File: config.mk
export PLATFORM = sky130hd
export DESIGN_NAME = ast_uart
export DESIGN_NICKNAME = d
export VERILOG_FILES = /design/src/verilog/ast_pkg.sv /design/src/verilog/ast_uart.sv
export VERILOG_INCLUDE_DIRS = /design/src /design/src/verilog
export SDC_FILE = /design/constraint.sdc
export NUM_CORES = 1
export LEC_CHECK = 0
export ABC_AREA = 1
export CAP_MARGIN = 40
export CELL_PAD_IN_SITES_DETAIL_PLACEMENT = 1
export CELL_PAD_IN_SITES_GLOBAL_PLACEMENT = 2
export CORE_MARGIN = 1.5
export CORE_UTILIZATION = 40
export DETAILED_ROUTE_END_ITERATION = 7
export DONT_BUFFER_PORTS = 1
export MAX_ROUTING_LAYER = met4
export PLACE_DENSITY = 0.93
export REMOVE_ABC_BUFFERS = 1
export SLEW_MARGIN = 10
export SYNTH_ARGS = -nofsm -noshare
export SYNTH_HDL_FRONTEND = slang
export SYNTH_SLANG_ARGS = --single-unit
File: constraint.sdc
create_clock -name hclk -period 4.25 [get_ports hclk]
set_clock_uncertainty 0.05 [all_clocks]
set_input_delay 0.425 -clock hclk [delete_from_list [all_inputs] [get_ports hclk]]
set_output_delay 0.425 -clock hclk [all_outputs]
set_load 0.1 [all_outputs]
File: src/verilog/ast_map.svh
// Register indices, reset values, baud divisors and timing counts of the serial transceiver
`ifndef AST_MAP_SVH
`define AST_MAP_SVH

// Register indices; the byte address is four times the index
`define AST_IDX_CTRL     14'h0025
`define AST_IDX_STATUS   14'h0025
`define AST_IDX_DATA     14'h0F9B
`define AST_IDX_PERIOD   14'h0026

// Reset values
`define AST_CTRL_RST     8'h00
`define AST_PERIOD_RST   8'h0D
`define AST_DATA_RST     8'h00

// Baud generation
`define AST_BASE_DIV     9'h00D
`define AST_DIV_ONE      9'h001
`define AST_DIV_MAX_CODE 3'h5
`define AST_BAUD_TIMER   3'h6
`define AST_PERIOD_FULL  9'h100

// Receiver sample sub-ticks, last sub-tick of a bit and last data bit index
`define AST_RT_S0        4'h7
`define AST_RT_S1        4'h8
`define AST_RT_S2        4'h9
`define AST_RT_LAST      4'hF
`define AST_BIT_LAST     3'h7

// AHB-Lite codes
`define AST_HTRANS_NSEQ  1'b1
`define AST_HRESP_OKAY   1'b0

`endif

File: src/verilog/ast_pkg.sv
// Types shared by the serial transceiver
package ast_pkg;

    // Control register layout, bit 7 down to bit 0
    typedef struct packed {
        logic       transmit_enable;
        logic       receive_enable;
        logic       stop_length_sel;
        logic       parity_even;
        logic       parity_enable;
        logic [2:0] baud_select;
    } ast_ctrl_t;

    // Captured AHB address phase
    typedef struct packed {
        logic [13:0] index;
        logic        write;
    } ast_req_t;

    typedef enum logic [4:0] {
        TX_IDLE  = 5'b0_0001,
        TX_START = 5'b0_0010,
        TX_DATA  = 5'b0_0100,
        TX_PAR   = 5'b0_1000,
        TX_STOP  = 5'b1_0000
    } ast_tx_state_t;

    typedef enum logic [4:0] {
        RX_IDLE  = 5'b0_0001,
        RX_START = 5'b0_0010,
        RX_DATA  = 5'b0_0100,
        RX_PAR   = 5'b0_1000,
        RX_STOP  = 5'b1_0000
    } ast_rx_state_t;

endpackage

File: src/verilog/ast_uart.sv
// Asynchronous serial transceiver with AHB-Lite register access
`timescale 1ns/1ns
`include "ast_map.svh"

// Summary of operation
// - Frame is low start bit, data, optional parity, then high stop bits.
// - Transmitter sends one or two stop bits per stop-length bit.
// - Parity enable and odd/even type shared by transmit and receive.
// - Code 000 gives 76800 baud at 16 MHz; each code halves, down to 2400 at code 101.
// - Code 110 takes the transfer clock from timer five; baud is it over 16.
// - Timer transfer clock is source clock divided by the period register.
// - Idle receiver samples line with selected clock until it sees low.
// - Each bit sampled at sub-ticks 7, 8, 9; majority of three wins.
// - Buffer write after status read clears empty flag and sends the byte.
// - Start of shifting sets the empty flag and pulses the transmit irq.
// - Transmit line high until the first byte is written, and while disabled once the frame in progress ends.
// - After stop bit, data goes to receive buffer, full flag and irq raised.
// - New character on full buffer sets overrun and is discarded.
// - No further reception while the overrun flag is set.
// - Receive disable takes effect after the character in progress ends.
// - Parity mismatch on received data sets the parity error flag.
// - A zero sampled in the stop bit sets the framing error flag.
// - Status read then buffer read clears error and full flags.
// - Overrun set between status read and buffer read survives the buffer read.
// - Transmit end set when frame done and buffer empty; cleared at next start.
// - Fixed codes divide the clock by 13, 26, doubling per code.
module ast_uart (
    input  wire logic        hclk,
    input  wire logic        hresetn,
    input  wire logic        hsel,
    input  wire logic [31:0] haddr,
    input  wire logic [1:0]  htrans,
    input  wire logic        hwrite,
    input  wire logic [2:0]  hsize,
    input  wire logic [31:0] hwdata,
    input  wire logic        hready,
    output logic             hreadyout,
    output logic             hresp,
    output logic [31:0]      hrdata,
    input  wire logic        rxd,
    output logic             txd,
    output logic             transmit_irq,
    output logic             receive_irq
);

    // Sub-tick divisor: fixed codes or timer five period
    function automatic logic [8:0] baud_div(input logic [2:0] code, input logic [7:0] period);
        if (code <= `AST_DIV_MAX_CODE)
            baud_div = `AST_BASE_DIV << code;
        else if (code == `AST_BAUD_TIMER)
            baud_div = (period == 8'h00) ? `AST_PERIOD_FULL : {1'b0, period};
        else
            baud_div = 9'h000;
    endfunction

    // Majority of three samples
    function automatic logic vote(input logic [2:0] s);
        vote = (s[0] & s[1]) | (s[0] & s[2]) | (s[1] & s[2]);
    endfunction

    ast_pkg::ast_ctrl_t     serial_control_reg;
    logic [7:0]             timer_five_period;
    logic [7:0]             transmit_buffer;
    logic [7:0]             receive_buffer;
    logic                   tx_buffer_empty_flag;
    logic                   transmit_end_flag;
    logic                   rx_buffer_full_flag;
    logic                   parity_error_flag;
    logic                   framing_error_flag;
    logic                   overrun_flag;
    logic                   tx_armed;
    logic                   rx_armed;
    logic                   ovr_seen;
    ast_pkg::ast_req_t      req;
    logic                   pend;
    logic [8:0]             div_cnt;
    logic                   subtick;
    logic                   rxd_meta;
    logic                   rxd_sync;
    ast_pkg::ast_tx_state_t tx_state;
    logic [3:0]             tx_rt;
    logic [2:0]             tx_bit;
    logic [7:0]             tx_shift;
    logic                   tx_stop2;
    ast_pkg::ast_rx_state_t rx_state;
    logic [3:0]             rx_rt;
    logic [2:0]             rx_bit;
    logic [7:0]             rx_shift;
    logic [2:0]             rx_samp;
    logic                   rx_par;

    // Decoded data-phase actions, shifter strobes and the selected divisor
    logic       wr_ctrl;
    logic       wr_period;
    logic       wr_data;
    logic       rd_status;
    logic       rd_data;
    logic       tx_go;
    logic       tx_bit_end;
    logic       rx_bit_end;
    logic       rx_val;
    logic       rx_done;
    logic       rx_ovr;
    logic [8:0] div_now;

    assign wr_ctrl   = pend & req.write & (req.index == `AST_IDX_CTRL);
    assign wr_period = pend & req.write & (req.index == `AST_IDX_PERIOD);
    assign wr_data   = pend & req.write & (req.index == `AST_IDX_DATA);
    assign rd_status = pend & ~req.write & (req.index == `AST_IDX_STATUS);
    assign rd_data   = pend & ~req.write & (req.index == `AST_IDX_DATA);
    assign div_now   = baud_div(serial_control_reg.baud_select, timer_five_period);
    // Byte starts only on a sub-tick, from idle, with the buffer full
    assign tx_go      = subtick & (tx_state == ast_pkg::TX_IDLE) & ~tx_buffer_empty_flag
                      & serial_control_reg.transmit_enable;
    assign tx_bit_end = subtick & (tx_rt == `AST_RT_LAST);
    assign rx_bit_end = subtick & (rx_rt == `AST_RT_LAST);
    assign rx_val     = vote(rx_samp);
    assign rx_done    = rx_bit_end & (rx_state == ast_pkg::RX_STOP);
    assign rx_ovr     = rx_done & rx_buffer_full_flag;

    // Bus slave: one wait state so that read data leave a flip-flop
    always_ff @(posedge hclk or negedge hresetn)
    begin
        if (!hresetn)
        begin
            pend      <= 1'b0;
            req       <= '0;
            hreadyout <= 1'b1;
            hrdata    <= 32'h0000_0000;
        end
        else if (pend)
        begin
            pend      <= 1'b0;
            hreadyout <= 1'b1;
            if (rd_status)
                hrdata <= {24'h00_0000, parity_error_flag, framing_error_flag, overrun_flag,
                           rx_buffer_full_flag, transmit_end_flag, tx_buffer_empty_flag, 2'b00};
            else if (rd_data)
                hrdata <= {24'h00_0000, receive_buffer};
            else if (!req.write && req.index == `AST_IDX_PERIOD)
                hrdata <= {24'h00_0000, timer_five_period};
            else
                hrdata <= 32'h0000_0000;
        end
        else if (hsel && hready && htrans[1] == `AST_HTRANS_NSEQ)
        begin
            pend      <= 1'b1;
            req       <= '{index: haddr[15:2], write: hwrite};
            hreadyout <= 1'b0;
        end
    end

    assign hresp = `AST_HRESP_OKAY;

    // Software-written configuration; baud code changes on any control write
    always_ff @(posedge hclk or negedge hresetn)
    begin
        if (!hresetn)
        begin
            serial_control_reg <= `AST_CTRL_RST;
            timer_five_period  <= `AST_PERIOD_RST;
        end
        else
        begin
            if (wr_ctrl)
                serial_control_reg <= hwdata[7:0];
            if (wr_period)
                timer_five_period <= hwdata[7:0];
        end
    end

    // Sub-tick divider: sixteen sub-ticks per bit
    always_ff @(posedge hclk or negedge hresetn)
    begin
        if (!hresetn)
        begin
            div_cnt <= 9'h000;
            subtick <= 1'b0;
        end
        else if (div_now == 9'h000)
        begin
            div_cnt <= 9'h000;
            subtick <= 1'b0;
        end
        else if (div_cnt + `AST_DIV_ONE >= div_now)
        begin
            div_cnt <= 9'h000;
            subtick <= 1'b1;
        end
        else
        begin
            div_cnt <= div_cnt + `AST_DIV_ONE;
            subtick <= 1'b0;
        end
    end

    // Arming by a status read; a later buffer access consumes it
    always_ff @(posedge hclk or negedge hresetn)
    begin
        if (!hresetn)
        begin
            tx_armed <= 1'b0;
            rx_armed <= 1'b0;
            ovr_seen <= 1'b0;
        end
        else if (rd_status)
        begin
            tx_armed <= 1'b1;
            rx_armed <= 1'b1;
            ovr_seen <= overrun_flag;
        end
        else
        begin
            if (wr_data)
                tx_armed <= 1'b0;
            if (rd_data)
                rx_armed <= 1'b0;
        end
    end

    // Transmit buffer and its empty flag; a fresh write keeps the buffer full
    always_ff @(posedge hclk or negedge hresetn)
    begin
        if (!hresetn)
        begin
            transmit_buffer      <= `AST_DATA_RST;
            tx_buffer_empty_flag <= 1'b1;
        end
        else if (wr_data && tx_armed)
        begin
            transmit_buffer      <= hwdata[7:0];
            tx_buffer_empty_flag <= 1'b0;
        end
        else if (tx_go)
            tx_buffer_empty_flag <= 1'b1;
    end

    // Transmit shifter
    always_ff @(posedge hclk or negedge hresetn)
    begin
        if (!hresetn)
        begin
            tx_state          <= ast_pkg::TX_IDLE;
            tx_rt             <= 4'h0;
            tx_bit            <= 3'h0;
            tx_shift          <= 8'h00;
            tx_stop2          <= 1'b0;
            txd               <= 1'b1;
            transmit_irq      <= 1'b0;
            transmit_end_flag <= 1'b1;
        end
        else
        begin
            transmit_irq <= tx_go;
            if (subtick && tx_state != ast_pkg::TX_IDLE)
                tx_rt <= tx_rt + 4'h1;
            unique case (tx_state)
                ast_pkg::TX_IDLE:
                    if (tx_go)
                    begin
                        tx_state          <= ast_pkg::TX_START;
                        tx_rt             <= 4'h0;
                        tx_shift          <= transmit_buffer;
                        tx_stop2          <= 1'b0;
                        txd               <= 1'b0;
                        transmit_end_flag <= 1'b0;
                    end
                ast_pkg::TX_START:
                    if (tx_bit_end)
                    begin
                        tx_state <= ast_pkg::TX_DATA;
                        tx_bit   <= 3'h0;
                        txd      <= tx_shift[0];
                    end
                ast_pkg::TX_DATA:
                    if (tx_bit_end)
                    begin
                        if (tx_bit == `AST_BIT_LAST)
                        begin
                            tx_state <= serial_control_reg.parity_enable
                                      ? ast_pkg::TX_PAR : ast_pkg::TX_STOP;
                            txd      <= serial_control_reg.parity_enable
                                      ? (^tx_shift) ^ ~serial_control_reg.parity_even
                                      : 1'b1;
                        end
                        else
                            txd <= tx_shift[tx_bit + 3'h1];
                        tx_bit <= tx_bit + 3'h1;
                    end
                ast_pkg::TX_PAR:
                    if (tx_bit_end)
                    begin
                        tx_state <= ast_pkg::TX_STOP;
                        txd      <= 1'b1;
                    end
                ast_pkg::TX_STOP:
                    if (tx_bit_end)
                    begin
                        if (serial_control_reg.stop_length_sel && !tx_stop2)
                            tx_stop2 <= 1'b1;
                        else
                        begin
                            tx_state          <= ast_pkg::TX_IDLE;
                            transmit_end_flag <= tx_buffer_empty_flag;
                        end
                    end
            endcase
        end
    end

    // Receive line synchroniser
    always_ff @(posedge hclk or negedge hresetn)
    begin
        if (!hresetn)
        begin
            rxd_meta <= 1'b1;
            rxd_sync <= 1'b1;
        end
        else
        begin
            rxd_meta <= rxd;
            rxd_sync <= rxd_meta;
        end
    end

    // Receive framer; enable is looked at only when a frame could begin
    always_ff @(posedge hclk or negedge hresetn)
    begin
        if (!hresetn)
        begin
            rx_state <= ast_pkg::RX_IDLE;
            rx_rt    <= 4'h0;
            rx_bit   <= 3'h0;
            rx_shift <= 8'h00;
            rx_samp  <= 3'h0;
            rx_par   <= 1'b0;
        end
        else if (subtick)
        begin
            if (rx_state != ast_pkg::RX_IDLE)
                rx_rt <= rx_rt + 4'h1;
            if (rx_rt == `AST_RT_S0 || rx_rt == `AST_RT_S1 || rx_rt == `AST_RT_S2)
                rx_samp <= {rx_samp[1:0], rxd_sync};
            unique case (rx_state)
                ast_pkg::RX_IDLE:
                    if (!rxd_sync && serial_control_reg.receive_enable && !overrun_flag)
                    begin
                        rx_state <= ast_pkg::RX_START;
                        rx_rt    <= 4'h0;
                    end
                ast_pkg::RX_START:
                    if (rx_rt == `AST_RT_LAST)
                    begin
                        rx_state <= rx_val ? ast_pkg::RX_IDLE : ast_pkg::RX_DATA;
                        rx_bit   <= 3'h0;
                    end
                ast_pkg::RX_DATA:
                    if (rx_rt == `AST_RT_LAST)
                    begin
                        rx_shift <= {rx_val, rx_shift[7:1]};
                        rx_bit   <= rx_bit + 3'h1;
                        if (rx_bit == `AST_BIT_LAST)
                            rx_state <= serial_control_reg.parity_enable
                                      ? ast_pkg::RX_PAR : ast_pkg::RX_STOP;
                    end
                ast_pkg::RX_PAR:
                    if (rx_rt == `AST_RT_LAST)
                    begin
                        rx_par   <= rx_val;
                        rx_state <= ast_pkg::RX_STOP;
                    end
                ast_pkg::RX_STOP:
                    if (rx_rt == `AST_RT_LAST)
                        rx_state <= ast_pkg::RX_IDLE;
            endcase
        end
    end

    // Receive buffer and flags; new events win over the clearing read
    always_ff @(posedge hclk or negedge hresetn)
    begin
        if (!hresetn)
        begin
            receive_buffer      <= `AST_DATA_RST;
            rx_buffer_full_flag <= 1'b0;
            parity_error_flag   <= 1'b0;
            framing_error_flag  <= 1'b0;
            overrun_flag        <= 1'b0;
            receive_irq         <= 1'b0;
        end
        else
        begin
            receive_irq <= rx_done & ~rx_buffer_full_flag;
            if (rd_data && rx_armed)
            begin
                rx_buffer_full_flag <= 1'b0;
                parity_error_flag   <= 1'b0;
                framing_error_flag  <= 1'b0;
                if (ovr_seen)
                    overrun_flag <= 1'b0;
            end
            if (rx_ovr)
                overrun_flag <= 1'b1;
            else if (rx_done)
            begin
                receive_buffer      <= rx_shift;
                rx_buffer_full_flag <= 1'b1;
                parity_error_flag   <= serial_control_reg.parity_enable
                    & ((^rx_shift) ^ ~serial_control_reg.parity_even ^ rx_par);
                framing_error_flag  <= ~rx_val;
            end
        end
    end

    // Checks
    chk_txd_idle_high: assert property (@(posedge hclk) disable iff (!hresetn)
        tx_state == ast_pkg::TX_IDLE |-> txd)
        else $error("transmit line low while idle");
    chk_start_bit_low: assert property (@(posedge hclk) disable iff (!hresetn)
        tx_state == ast_pkg::TX_START |-> !txd)
        else $error("start bit not low");
    chk_tx_go_flags: assert property (@(posedge hclk) disable iff (!hresetn)
        tx_go && !(wr_data && tx_armed) |=> tx_buffer_empty_flag && transmit_irq
        && !transmit_end_flag)
        else $error("start of shifting did not set empty flag and irq");
    chk_write_fills: assert property (@(posedge hclk) disable iff (!hresetn)
        wr_data && tx_armed |=> !tx_buffer_empty_flag ##0 transmit_buffer == $past(hwdata[7:0]))
        else $error("armed write did not fill the buffer");
    chk_unarmed_write: assert property (@(posedge hclk) disable iff (!hresetn)
        wr_data && !tx_armed && tx_buffer_empty_flag && !tx_go |=> tx_buffer_empty_flag)
        else $error("unarmed write cleared the empty flag");
    chk_ovr_discard: assert property (@(posedge hclk) disable iff (!hresetn)
        rx_ovr |=> overrun_flag && $stable(receive_buffer))
        else $error("overrun did not keep the buffer");
    chk_ovr_blocks: assert property (@(posedge hclk) disable iff (!hresetn)
        rx_state == ast_pkg::RX_IDLE && overrun_flag |=> rx_state == ast_pkg::RX_IDLE)
        else $error("reception started during overrun");
    chk_rx_load: assert property (@(posedge hclk) disable iff (!hresetn)
        rx_done && !rx_buffer_full_flag |=> rx_buffer_full_flag && receive_irq
        ##1 !receive_irq)
        else $error("received byte not loaded");
    chk_flag_clear: assert property (@(posedge hclk) disable iff (!hresetn)
        rd_data && rx_armed && !rx_done |=> !rx_buffer_full_flag && !framing_error_flag)
        else $error("buffer read after status read left flags set");

endmodule

# ---- Word-level counts from Yosys, hierarchy flattened
# Index checks and enable logic that the tools add are counted.
dict set report word_totals {
  ff_bits 150
}
dict set report classes {
  shift 1
  order_cmp 3
  n_eq_ne 37
  reduce_logical 43
  n_addsub 5
  bitwise_logic 31
  mux 76
}
# cell count
set ops {}
lappend ops {{5-bit 2-to-1 mux} 14}
lappend ops {{5-bit one-hot mux with 5 select lines} 2}
lappend ops {{9-bit 2-to-1 mux} 5}
lappend ops {{1-bit 2-to-1 mux} 35}
lappend ops {{14-bit by 6-bit equality test with 1-bit output (second input constant)} 2}
lappend ops {{2-bit != test (second input constant)} 13}
lappend ops {{4-bit 2-to-1 mux} 6}
lappend ops {{8-bit 2-to-1 mux} 3}
lappend ops {{1-bit AND} 19}
lappend ops {{2-bit nonzero test} 9}
lappend ops {{4-bit equality test (second input constant)} 4}
lappend ops {{8-bit parity} 2}
lappend ops {{3-bit 2-to-1 mux} 5}
lappend ops {{14-bit by 12-bit equality test with 1-bit output (second input constant)} 1}
lappend ops {{7-bit AND reduction} 2}
lappend ops {{3-bit one-hot mux with 2 select lines} 2}
lappend ops {{4-bit AND reduction} 3}
lappend ops {{5-bit by 1-bit equality test with 1-bit output (second input constant)} 2}
lappend ops {{5-bit by 2-bit equality test with 1-bit output (second input constant)} 2}
lappend ops {{5-bit by 3-bit equality test with 1-bit output (second input constant)} 2}
lappend ops {{5-bit by 4-bit equality test with 1-bit output (second input constant)} 2}
lappend ops {{5-bit equality test (second input constant)} 2}
lappend ops {{5-bit by 1-bit != test with 1-bit output (second input constant)} 2}
lappend ops {{2-bit AND reduction} 5}
lappend ops {{24 further kinds} 52}

# ---- Depth between registers and ports, before layout
# Gate-level depths: netlist of run 1.
dict set report logic_depth {
  word_depth 7
  depth_mapped 16
  ltp_nobuf 16
}

# ---- Worst setup path after synthesis of run 1
# No wires, ideal clock.
dict set report synth_path {
  kind {register -> register}
  start {register serial_control_reg[1] in the netlist's numbering}
  end {register div_cnt[0]}
  stages_incl_launch_ff 17
  t_arrival_ns 2.388
  slack_ns 1.699
  path_buffers 0
  t_required_ns 4.087
  cell_sequence {dfrtp_1 > inv_1 > ha_1 > nor2_4 > o21ai_4 > nor2_4 > inv_1 > o22ai_2 > inv_1 > ha_1 > inv_1 > nor3_1 > nand3b_1 > nand4_1 > nor2_1 > nand2_1 > inv_1}
}
dict set report synth_between {
  elab_chain_len 6
}
# item line
set synth_rtl {}
lappend synth_rtl {{start, declared} ast_uart.sv:61} ;# ast_pkg::ast_ctrl_t serial_control_reg;
lappend synth_rtl {{start signal, assigned} ast_uart.sv:160} ;# serial_control_reg <= `AST_CTRL_RST;
lappend synth_rtl {{start signal, assigned} ast_uart.sv:166} ;# serial_control_reg <= hwdata[7:0];
lappend synth_rtl {{parallel branches: the longest is 2 deep, another holds 3-bit <= comparator} -}
lappend synth_rtl {{9-bit 2-to-1 mux (*)} ast_uart.sv:48} ;# if (code <= `AST_DIV_MAX_CODE)
lappend synth_rtl {{9-bit >= comparator} ast_uart.sv:185} ;# else if (div_cnt + `AST_DIV_ONE >= div_now)
lappend synth_rtl {{9-bit 2-to-1 mux} ast_uart.sv:185}
lappend synth_rtl {{9-bit 2-to-1 mux (*)} ast_uart.sv:180} ;# else if (div_now == 9'h000)
lappend synth_rtl {{end signal, assigned} ast_uart.sv:192} ;# div_cnt <= div_cnt + `AST_DIV_ONE;
lappend synth_rtl {{end, declared} ast_uart.sv:76} ;# logic [8:0] div_cnt;
# Every way passes the cells marked *.
# A chain may end at the register's enable or synchronous reset.

# ---- Worst setup path in the final report of run 1
dict set report layout_path {
  start {register serial_control_reg[1] in the netlist's numbering}
  end {register div_cnt[3]}
}
# Same word-level chain as after synthesis.

==> flow_summary.ini, run 1 <==
[clock_network]
numCtsBuffers = 17
clkSlewWorstSetupHoldPaths_ns = 0.05
clock_sinks = 126
cts_tree = built
post-cts-setup-buffers = 0
cts.path.max_buffers = 2
htree_levels = 4
ctsHoldBuffers = 3
clkLatencyLatePin_ns = 0.42
cts_root_buffer = clkbuf_16
cts_resized = 0

[detailed_routing]
route.detailed.drc = 0
vias = 5436
dr.pass1.iters = 4
routed_wirelength_um = 16500
ant_nets = 0
dr.first_iter.drc_count = 268
wl_per_cell_um = 15.1
via_per_inst = 4.96

[sta]
fin_crit_ns = 3.13
setup_viol = 0
tightest_slew_ns = 0.865
period_share_pct = 73.6
hold_viol_final = 0
final_max_slew_viol_count = 0
slew_headroom_pct = 42.3
fin_ws_ns = 1.12
setup_tns_ns = 0
max_freq_ghz = 0.320
rsz0062_at_grt = no

[critical_path]
crit_type = flop to flop
cp_max_fo = 10
critPathLaunchType = flop
cp.required_ns = 4.51
arrival_ns = 3.39
cp-end-kind = flop

[power_and_ir_drop]
power_leakage_nw = 4.00
switching_power_uw = 843
p_comb_share_pct = 9.9
p_sw_share_pct = 26.8
p_int_mw = 2.30
peakVddDrop_mv = 0.332
p_per_area_mw_per_mm2 = 401
seq_power_share_pct = 41.7
power.total_mw = 3.15
pwr-share-clk_pct = 48.4

[yosys]
synth-async-reset-ratio_pct = 100
yosysWarnings = 0
synth_edf_count = 0
yosysSeqAreaShare_pct = 46.2
synth-seq-cells = 126
synth_cell_type_count = 49
synth_top_family_by_area = simple AND/OR/NAND/NOR gates
synthesis.area_sq_mm = 0.00686
yosys.area_share.simple_pct = 26.0
synthAdderAreaFrac_pct = 4.20
syn-mean-instance-area_sq_um = 8.10
muxShareOfSynthArea_pct = 0
synth_xor_area_share_pct = 1.92
synth_top_flop_cell = dfrtp_1
synth_compound_area_share_pct = 11.2
synthCells = 846

[die]
die-area_sq_mm = 0.0179
die-width_um = 134
initial_core_util_pct = 41.2
std_cell_rows = 47
pin_count = 112
die_h_um = 134
coreArea_sq_mm = 0.0166

[global_route]
grt_pass1_vias = 5659
grt_first_pass_wirelength_um = 28500
overflow = 0
grt_start_max_net_pins = 127
grt_use_total_pct = 20.7
grt_antenna_before_repair = 0

[run_status]
status = completed

[layout]
fillers = 1998
final_cell_mix = 241 x nand2_1, 115 x dfrtp_1, 114 x inv_1, 81 x o21ai_0, 54 x nand3_1
final_common_cell = nand2_1
top_regs = req x15, div_cnt x9
largest_reg_flops = 15
register_area_sq_mm = 0.00317
synthToLayoutAreaGrowth_pct = 14.5
drive_gt1_share_pct = 10.9
layout.nets = 962
fin_util_pct = 47.2
largest_register = req
multi_input_area_sq_mm = 0.00306
finalNonFillerCells = 1097
diodes = 0

[placed_design]
preCtsSetupSlack_ns = 1.14
globalplace.congestion = 0.805
dp.cells = 1062
io_buffers = 0
dp.final_hpwl_um = 11500

[hold_path]
hold_path.class = input port to flop

[run]
drv_cap = 0
## critical path: stages, from the launching register on
cell      delay (ns)
dfrtp_1         0.50
inv_1           0.13
ha_1            0.24
nor2_4          0.15
o21ai_4         0.10
nor2_4          0.20
inv_1           0.08
o22ai_2         0.13
inv_1           0.08
ha_1            0.30
inv_1           0.06
nor3_1          0.28
nand3b_1        0.12
nand4_1         0.37
nor2_1          0.09
nand2_1         0.08
inv_1           0.04
## final cells by class
cell class | count | area share, %
Sequential cell | 126 | 40.4
Tap cell | 220 | 3.51
Clock inverter | 10 | 1.72
Timing Repair Buffer | 14 | 3.56
Inverter | 118 | 5.64
Clock buffer | 22 | 6.17
Multi-Input combinational cell | 587 | 39.0
## cell usage after synthesis, types with 2 or more instances
cell type	instances	area, sq um
nand4_1	16	100
nor2_4	5	56.3
a21oi_2	2	17.5
ha_1	23	288
o21ai_1	6	30.0
nor3_1	6	30.0
a22o_1	2	17.5
nand3_1	54	270
xor2_1	9	78.8
inv_1	114	428
a21oi_1	10	50.1
inv_2	4	15.0
dfrtp_1	115	2880
nor2_1	51	191
xnor2_1	6	52.6
o21ai_2	10	87.6
buf_4	29	218
nand2_4	2	22.5
nand2_1	241	905
or2_2	2	12.5
o22ai_2	3	37.5
o21ai_0	81	405
buf_2	7	35.0
dfstp_2	11	289
nand3b_1	4	30.0
o211ai_1	3	22.5
nor2_2	6	37.5
o21a_1	2	15.0
clkbuf_1	2	7.51
## final timing paths
kind / start / end / slack (ns) / depth (start not counted)
setup / recovery: serial_control_reg[1]$_DFFE_PN0P_ / div_cnt[3]$_DFF_PN0_ / 1.12 / 16
setup reg to reg: serial_control_reg[1]$_DFFE_PN0P_ / div_cnt[3]$_DFF_PN0_ / 1.12 / 16
min in group asynchronous: hresetn / tx_bit[1]$_DFFE_PN0P_ / 0.59 / 2
hold / removal: haddr[7] / req[6]$_DFFE_PN0P_ / 0.07 / 2
max in group asynchronous: hresetn / req[10]$_DFFE_PN0P_ / 3.06 / 2
hold reg to reg: rxd_meta$_DFF_PN1_ / rxd_sync$_DFF_PN1_ / 0.30 / 0
## cell families after synthesis
kind of cell	after synthesis
buffers and inverters	157
adders and majority gates	23
AOI/OAI and AO/OA	127
DFF	126
xor gates and xnor gates	15
and+or+nand+nor	397
other	1
## stage by stage
step | cell area, sq um | hold WS [ns]
final | 7850 | 0.0718
after global routing | 7850 | 0.0768
after CTS | 7850 | 0.0564
after detailed placement | 7180 | 0.0836
after global placement | 6950 | 0.0827
after floorplan | 6670 | 0.0794
## power groups by stage
| stage | registers (mW) | logic, mW | clock network (mW) |
|---|---|---|---|
| after global routing | 1.32 | 0.351 | 1.60 |
| after floorplan | 1.32 | 0.243 | 0 |
| after global placement | 1.33 | 0.275 | 0 |
| final | 1.31 | 0.311 | 1.52 |
| after detailed placement | 1.33 | 0.282 | 0 |
| after CTS | 1.31 | 0.316 | 1.56 |
## layer usage
layer / wire [um] / global-route usage (%)
met5: 0 / -
met4: 239 / 5.98
met3: 567 / 4.76
met2: 8100 / 33.6
met1: 7610 / 25.9
(Power assumes the default switching activity.)
==> inputs of run 2 (changes only) <==
--- a/config.mk
+++ b/config.mk
@@ -6,16 +6,16 @@
 export SDC_FILE = /design/constraint.sdc
 export NUM_CORES = 1
 export LEC_CHECK = 0
-export ABC_AREA = 1
+export ABC_AREA = 0
 export CAP_MARGIN = 40
 export CELL_PAD_IN_SITES_DETAIL_PLACEMENT = 1
 export CELL_PAD_IN_SITES_GLOBAL_PLACEMENT = 2
 export CORE_MARGIN = 1.5
-export CORE_UTILIZATION = 40
+export CORE_UTILIZATION = 36
 export DETAILED_ROUTE_END_ITERATION = 7
 export DONT_BUFFER_PORTS = 1
 export MAX_ROUTING_LAYER = met4
-export PLACE_DENSITY = 0.93
+export PLACE_DENSITY = 0.84
 export REMOVE_ABC_BUFFERS = 1
 export SLEW_MARGIN = 10
 export SYNTH_ARGS = -nofsm -noshare
==> constraint.sdc (replaced) <==
create_clock -name hclk -period 2.62 [get_ports hclk]
set_clock_uncertainty 0.05 [all_clocks]
set_input_delay 0.262 -clock hclk [delete_from_list [all_inputs] [get_ports hclk]]
set_output_delay 0.262 -clock hclk [all_outputs]
set_load 0.1 [all_outputs]
==> run 2 against run 1 <==
Against the previous run:
- the run now ends with negative hold slack left
- sequential power is 66% higher
- combinational power is 92% higher
- non-clock buffer count is 53 higher
- count of clock-buffer cells in the layout stayed put
- global-route usage is 1.8 points lower
- die area is 5.5% higher
- critical path type unchanged
- largest power group unchanged
==> flow_summary.ini, run 2 <==
[sta]
setup_viol = 0
final_max_slew_viol_count = 0
hold_viol_final = 126
hold-worst-slack_ns = -0.515
max_freq_ghz = 0.385
slew_headroom_pct = 41.9
tightest_slew_ns = 0.872
period_share_pct = 99.0
fin_crit_ns = 2.59

[layout]
largest_reg_flops = 15
largest_register = req
top_regs = req x15, div_cnt x9
diodes = 0
final_common_cell = nand2_1
synthToLayoutAreaGrowth_pct = 24.2
final_cell_mix = 133 x nand2_1, 113 x dfrtp_1, 41 x mux2_2, 34 x buf_4, 25 x conb_1
drive_gt1_share_pct = 25.3
fin_util_pct = 45.4
finalNonFillerCells = 947
layout.nets = 803

[power_and_ir_drop]
p_per_area_mw_per_mm2 = 631
power.total_mw = 5.11
power_leakage_nw = 3.66
peakVddDrop_mv = 0.488

[clock_network]
htree_levels = 4
cts_root_buffer = clkbuf_16
numCtsBuffers = 17
cts_tree = built
cts.path.max_buffers = 2
clock_sinks = 126
clkSlewWorstSetupHoldPaths_ns = 0.06
clkLatencyLatePin_ns = 0.42
ctsHoldBuffers = 24

[global_route]
grt_first_pass_wirelength_um = 26700
grt_pass1_vias = 5172
overflow = 0
grt_use_total_pct = 19.0
grt_start_max_net_pins = 127
grt_antenna_before_repair = 0

[die]
coreArea_sq_mm = 0.0178
pin_count = 112
die-area_sq_mm = 0.0189
die-width_um = 138
initial_core_util_pct = 36.5
std_cell_rows = 49
die_h_um = 138

[critical_path]
cp.required_ns = 2.90
cp_max_fo = 8
reg2reg_to = div_cnt[7]$_DFF_PN0_
r2r_cells = 13
r2r_slack_ns = 0.03
endpoint = div_cnt[7]$_DFF_PN0_
r2r-start = serial_control_reg[1]$_DFFE_PN0P_
critPathLaunch = serial_control_reg[1]$_DFFE_PN0P_
crit_type = flop to flop
critPathLaunchType = flop
cp-end-kind = flop
arrival_ns = 2.87

[detailed_routing]
vias = 4868
via_per_inst = 5.14
route.detailed.drc = 0
ant_nets = 0
dr.first_iter.drc_count = 269
dr.pass1.iters = 4
routed_wirelength_um = 16600
wl_per_cell_um = 17.5

[yosys]
synthCells = 645
synth_edf_count = 0
synth_top_flop_cell = dfrtp_1
synthMostInstantiatedCell = nand2_1
synth_area_leader_cell = dfrtp_1
syn-mean-instance-area_sq_um = 10.1
yosysSeqAreaShare_pct = 48.6
synth_top_area_share_pct = 44.2
yosys-top-cells-count = 133 x nand2_1, 115 x dfrtp_1, 41 x mux2_2, 27 x nor2_1, 26 x buf_4
synthesis.area_sq_mm = 0.00652
synth-async-reset-ratio_pct = 100
synth_cell_type_count = 71
netlist_top_cells_area = dfrtp_1 44%, nand2_1 7.7%, mux2_2 7.1%
yosysWarnings = 0
synth-seq-cells = 126

[run_status]
status = finished, violations left
violations = negative hold slack

[placed_design]
dp.final_hpwl_um = 11300
dp.cells = 885
globalplace.congestion = 0.818
io_buffers = 0

[run]
drv_cap = 0

[hold_path]
hold_path.class = input port to async pin
run 2: layout make-up:
| class | count | area [sq um] |
|---|---|---|
| fill | 1969 | 9750 |
| multi-input combinational | 472 | 3290 |
| sequential | 126 | 3170 |
| timing repair buffer | 67 | 694 |
| clock buffer | 22 | 464 |
| tap | 229 | 287 |
| clock inverter | 10 | 113 |
| inverter | 21 | 78.8 |
run 2: report_power, final:
group | leakage (nW) | total (mW) | switching, mW | internal (mW)
logic | 1.73 | 0.596 | 0.371 | 0.225
clock network | 0.280 | 2.33 | 0.887 | 1.45
registers | 1.64 | 2.17 | 0.124 | 2.05
run 2: what timing repair did:
| action | CTS | global route |
|---|---|---|
| resized for setup | 11 | 40 |
| gates cloned | 0 | 1 |
| buffers inserted | 0 | 5 |
| pin swaps | 0 | 15 |
| endpoints found under the hold margin | 166 | 126 |
| endpoints found under the setup margin | 10 | 10 |
run 2: worst min path at each step:
stage / start / to / slack, ns / cells past startpoint
5_1_grt: hresetn / tx_state[1]$_DFFE_PN0P_ / -0.54 / 0
3_5_place_dp: hresetn / tx_bit[2]$_DFFE_PN0P_ / -0.08 / 0
2_1_floorplan: hresetn / div_cnt[0]$_DFF_PN0_ / -0.08 / 0
6_report: hresetn / subtick$_DFF_PN0_ / -0.51 / 0
3_3_place_gp: hresetn / tx_state[2]$_DFFE_PN0P_ / -0.08 / 0
4_1_cts: hresetn / tx_shift[0]$_DFFE_PN0P_ / -0.53 / 0
run 2: through the flow:
stage | area, sq um | setup slack [ns] | setup TNS [ns]
finish | 8090 | 0.0259 | 0
global route | 8090 | -0.102 | -0.766
CTS | 7860 | 0.00156 | 0
detailed placement | 7000 | -0.184 | -1.55
global placement | 6830 | -0.0827 | -0.710
floorplan | 6300 | 0.0574 | 0
run 2: cells by family (layout without fill, tap and decap cells):
| family | after synthesis | in the layout | synth area share [%] |
|---|---|---|---|
| AOI/OAI and AO/OA | 94 | 94 | 9.68 |
| xor gates and xnor gates | 29 | 29 | 3.90 |
| adders and majority gates | 24 | 24 | 4.57 |
| buffers and inverters | 72 | 120 | 5.86 |
| DFF | 126 | 126 | 48.6 |
| muxes | 45 | 45 | 8.08 |
| other | 1 | 25 | 0.0575 |
| and+or+nand+nor | 254 | 255 | 19.3 |
run 2: worst max-delay path, cell delays in order (launching register included):
cell and delay (ns):
dfrtp_1 0.39, inv_2 0.07, ha_4 0.16, o21ba_4 0.27, nand3_1 0.10, o211ai_1 0.09
o21ai_0 0.12, ha_1 0.31, a21oi_1 0.17, nor2b_1 0.08, o21ai_1 0.16, o211a_4 0.25
nor2_4 0.08, nor3b_2 0.19
run 2: per-layer routing:
layer	track usage, %	wire, um
met5	-	0
met4	5.26	187
met3	4.86	685
met2	31.6	8510
met1	22.7	7200
==> inputs of run 3 (changes only) <==
--- a/config.mk
+++ b/config.mk
@@ -17,7 +17,9 @@
 export MAX_ROUTING_LAYER = met4
 export PLACE_DENSITY = 0.84
 export REMOVE_ABC_BUFFERS = 1
+export SETUP_SLACK_MARGIN = 0.05
 export SLEW_MARGIN = 10
 export SYNTH_ARGS = -nofsm -noshare
 export SYNTH_HDL_FRONTEND = slang
 export SYNTH_SLANG_ARGS = --single-unit
+export TNS_END_PERCENT = 100
==> run 3 against run 2 <==
Against the previous run:
- the run still ends with negative hold slack left
- non-clock buffer count increased by 7
- cell count grew 0.74%
- worst setup slack gained 0.079 ns
==> flow_summary.ini, run 3 (synthesized netlist as in run 2, its figures left out) <==
[run_status]
status = finished, violations left
violations = negative hold slack

[sta]
fin_crit_ns = 2.52
setup_viol = 0
final_max_slew_viol_count = 0
tightest_slew_ns = 0.872
period_share_pct = 96.0
fin_ws_ns = 0.105
max_freq_ghz = 0.398
hold-worst-slack_ns = -0.515
hold_viol_final = 126
rsz0062_at_grt = yes
slew_headroom_pct = 41.9

[layout]
synthToLayoutAreaGrowth_pct = 25.3
top_regs = req x15, div_cnt x9
final_cell_mix = 132 x nand2_1, 113 x dfrtp_1, 41 x mux2_2, 40 x buf_4, 25 x conb_1
fin_util_pct = 45.8
final_common_cell = nand2_1
largest_reg_flops = 15
fillers = 1960
finalNonFillerCells = 954
drive_gt1_share_pct = 26.1
layout.nets = 810
largest_register = req
diodes = 0

[critical_path]
r2r-start = timer_five_period[2]$_DFFE_PN1P_
crit_chain = or4_4, nor2_4, and3_4, o21ai_4, ha_4, a21o_1, nor2_2, o211a_4, nor2_4, nor3b_2
max_stage_delay_ns = 0.54
cp_max_fo = 4
critPathSlowestCell = or4_4
arrival_ns = 2.80
cp.required_ns = 2.90
crit_type = flop to flop
critPathLaunchType = flop
cp-end-kind = flop
crit_path_frequent_cell = nor2_4
critPathLaunch = timer_five_period[2]$_DFFE_PN1P_

[placed_design]
io_buffers = 0
dp.final_hpwl_um = 11300
globalplace.congestion = 0.818
dp.cells = 885
preCtsSetupSlack_ns = -0.184

[clock_network]
ctsHoldBuffers = 24
clock_sinks = 126
numCtsBuffers = 17
clkSlewWorstSetupHoldPaths_ns = 0.06
cts_tree = built
htree_levels = 4
cts_root_buffer = clkbuf_16
cts.path.max_buffers = 2
clkLatencyLatePin_ns = 0.42

[die]
coreArea_sq_mm = 0.0178
die_h_um = 138
die-area_sq_mm = 0.0189
die-width_um = 138
initial_core_util_pct = 36.5
std_cell_rows = 49
pin_count = 112

[global_route]
grt_antenna_before_repair = 0
grt_use_total_pct = 19.1
grt_pass1_vias = 5197
grt_first_pass_wirelength_um = 26900
overflow = 0
grt_start_max_net_pins = 127

[detailed_routing]
dr.first_iter.drc_count = 264
route.detailed.drc = 0
via_per_inst = 5.18
wl_per_cell_um = 17.4
vias = 4942
ant_nets = 0
routed_wirelength_um = 16600
dr.pass1.iters = 5

[run]
drv_cap = 0

[power_and_ir_drop]
power.total_mw = 5.10
power_leakage_nw = 3.70
peakVddDrop_mv = 0.474
p_per_area_mw_per_mm2 = 625

[hold_path]
hold_path.class = input port to async pin
run 3: power by group:
group | switching [mW] | internal, mW
Sequential | 0.125 | 2.05
Combinational | 0.371 | 0.222
Clock | 0.886 | 1.45
Total | 1.38 | 3.72
run 3: metal layers:
layer,GRT usage [%],share of wire (%),up-vias
met5,-,0,-
met4,5.38,1.5,0
met3,4.97,3.8,26
met2,31.8,51,74
met1,23.0,44,2509
li1,-,-,2333
run 3: area by class of cell:
type / instances / area, sq um / share of cell area [%]
clock buffers: 22 / 464 / 5.68
clock inverters: 10 / 113 / 1.38
inverters: 21 / 78.8 / 0.965
multi-input cells: 472 / 3300 / 40.4
flip-flops and latches: 126 / 3170 / 38.8
well taps: 229 / 287 / 3.51
repair buffers: 74 / 759 / 9.30
run 3: worst paths after layout:
check | end | slack (ns) | depth (start not counted)
max | div_cnt[4]$_DFF_PN0_ | 0.10 | 10
min | tx_state[3]$_DFFE_PN0P_ | -0.52 | 0
max reg2reg | div_cnt[4]$_DFF_PN0_ | 0.10 | 10
min reg2reg | rxd_sync$_DFF_PN1_ | 0.31 | 0
max in group asynchronous | hreadyout$_DFFE_PN1P_ | 2.76 | 0
min in group hclk | req[4]$_DFFE_PN0P_ | 0.23 | 4
run 3: critical path, delay by kind of cell (launching register included):
kind,cells,cell delay (ns)
fa+ha+maj,1,0.27
simple gates,6,1.25
compound gates,3,0.50
flops,1,0.37
run 3: through the flow:
step | area, sq um | TNS, ns | hold WS, ns
after floorplan | 6300 | 0 | -0.0836
after global placement | 6830 | -0.710 | -0.0782
after detailed placement | 7000 | -1.55 | -0.0778
after CTS | 7970 | 0 | -0.531
after global routing | 8170 | -0.0465 | -0.540
final | 8170 | 0 | -0.515
run 3: timing repair:
action | CTS | global route
setup endpoints to repair | 10 | 10
resized for setup | 29 | 26
hold endpoints to repair | 166 | 126
gates cloned | 1 | 0
pin swaps | 8 | 22
buffers inserted | 2 | 10
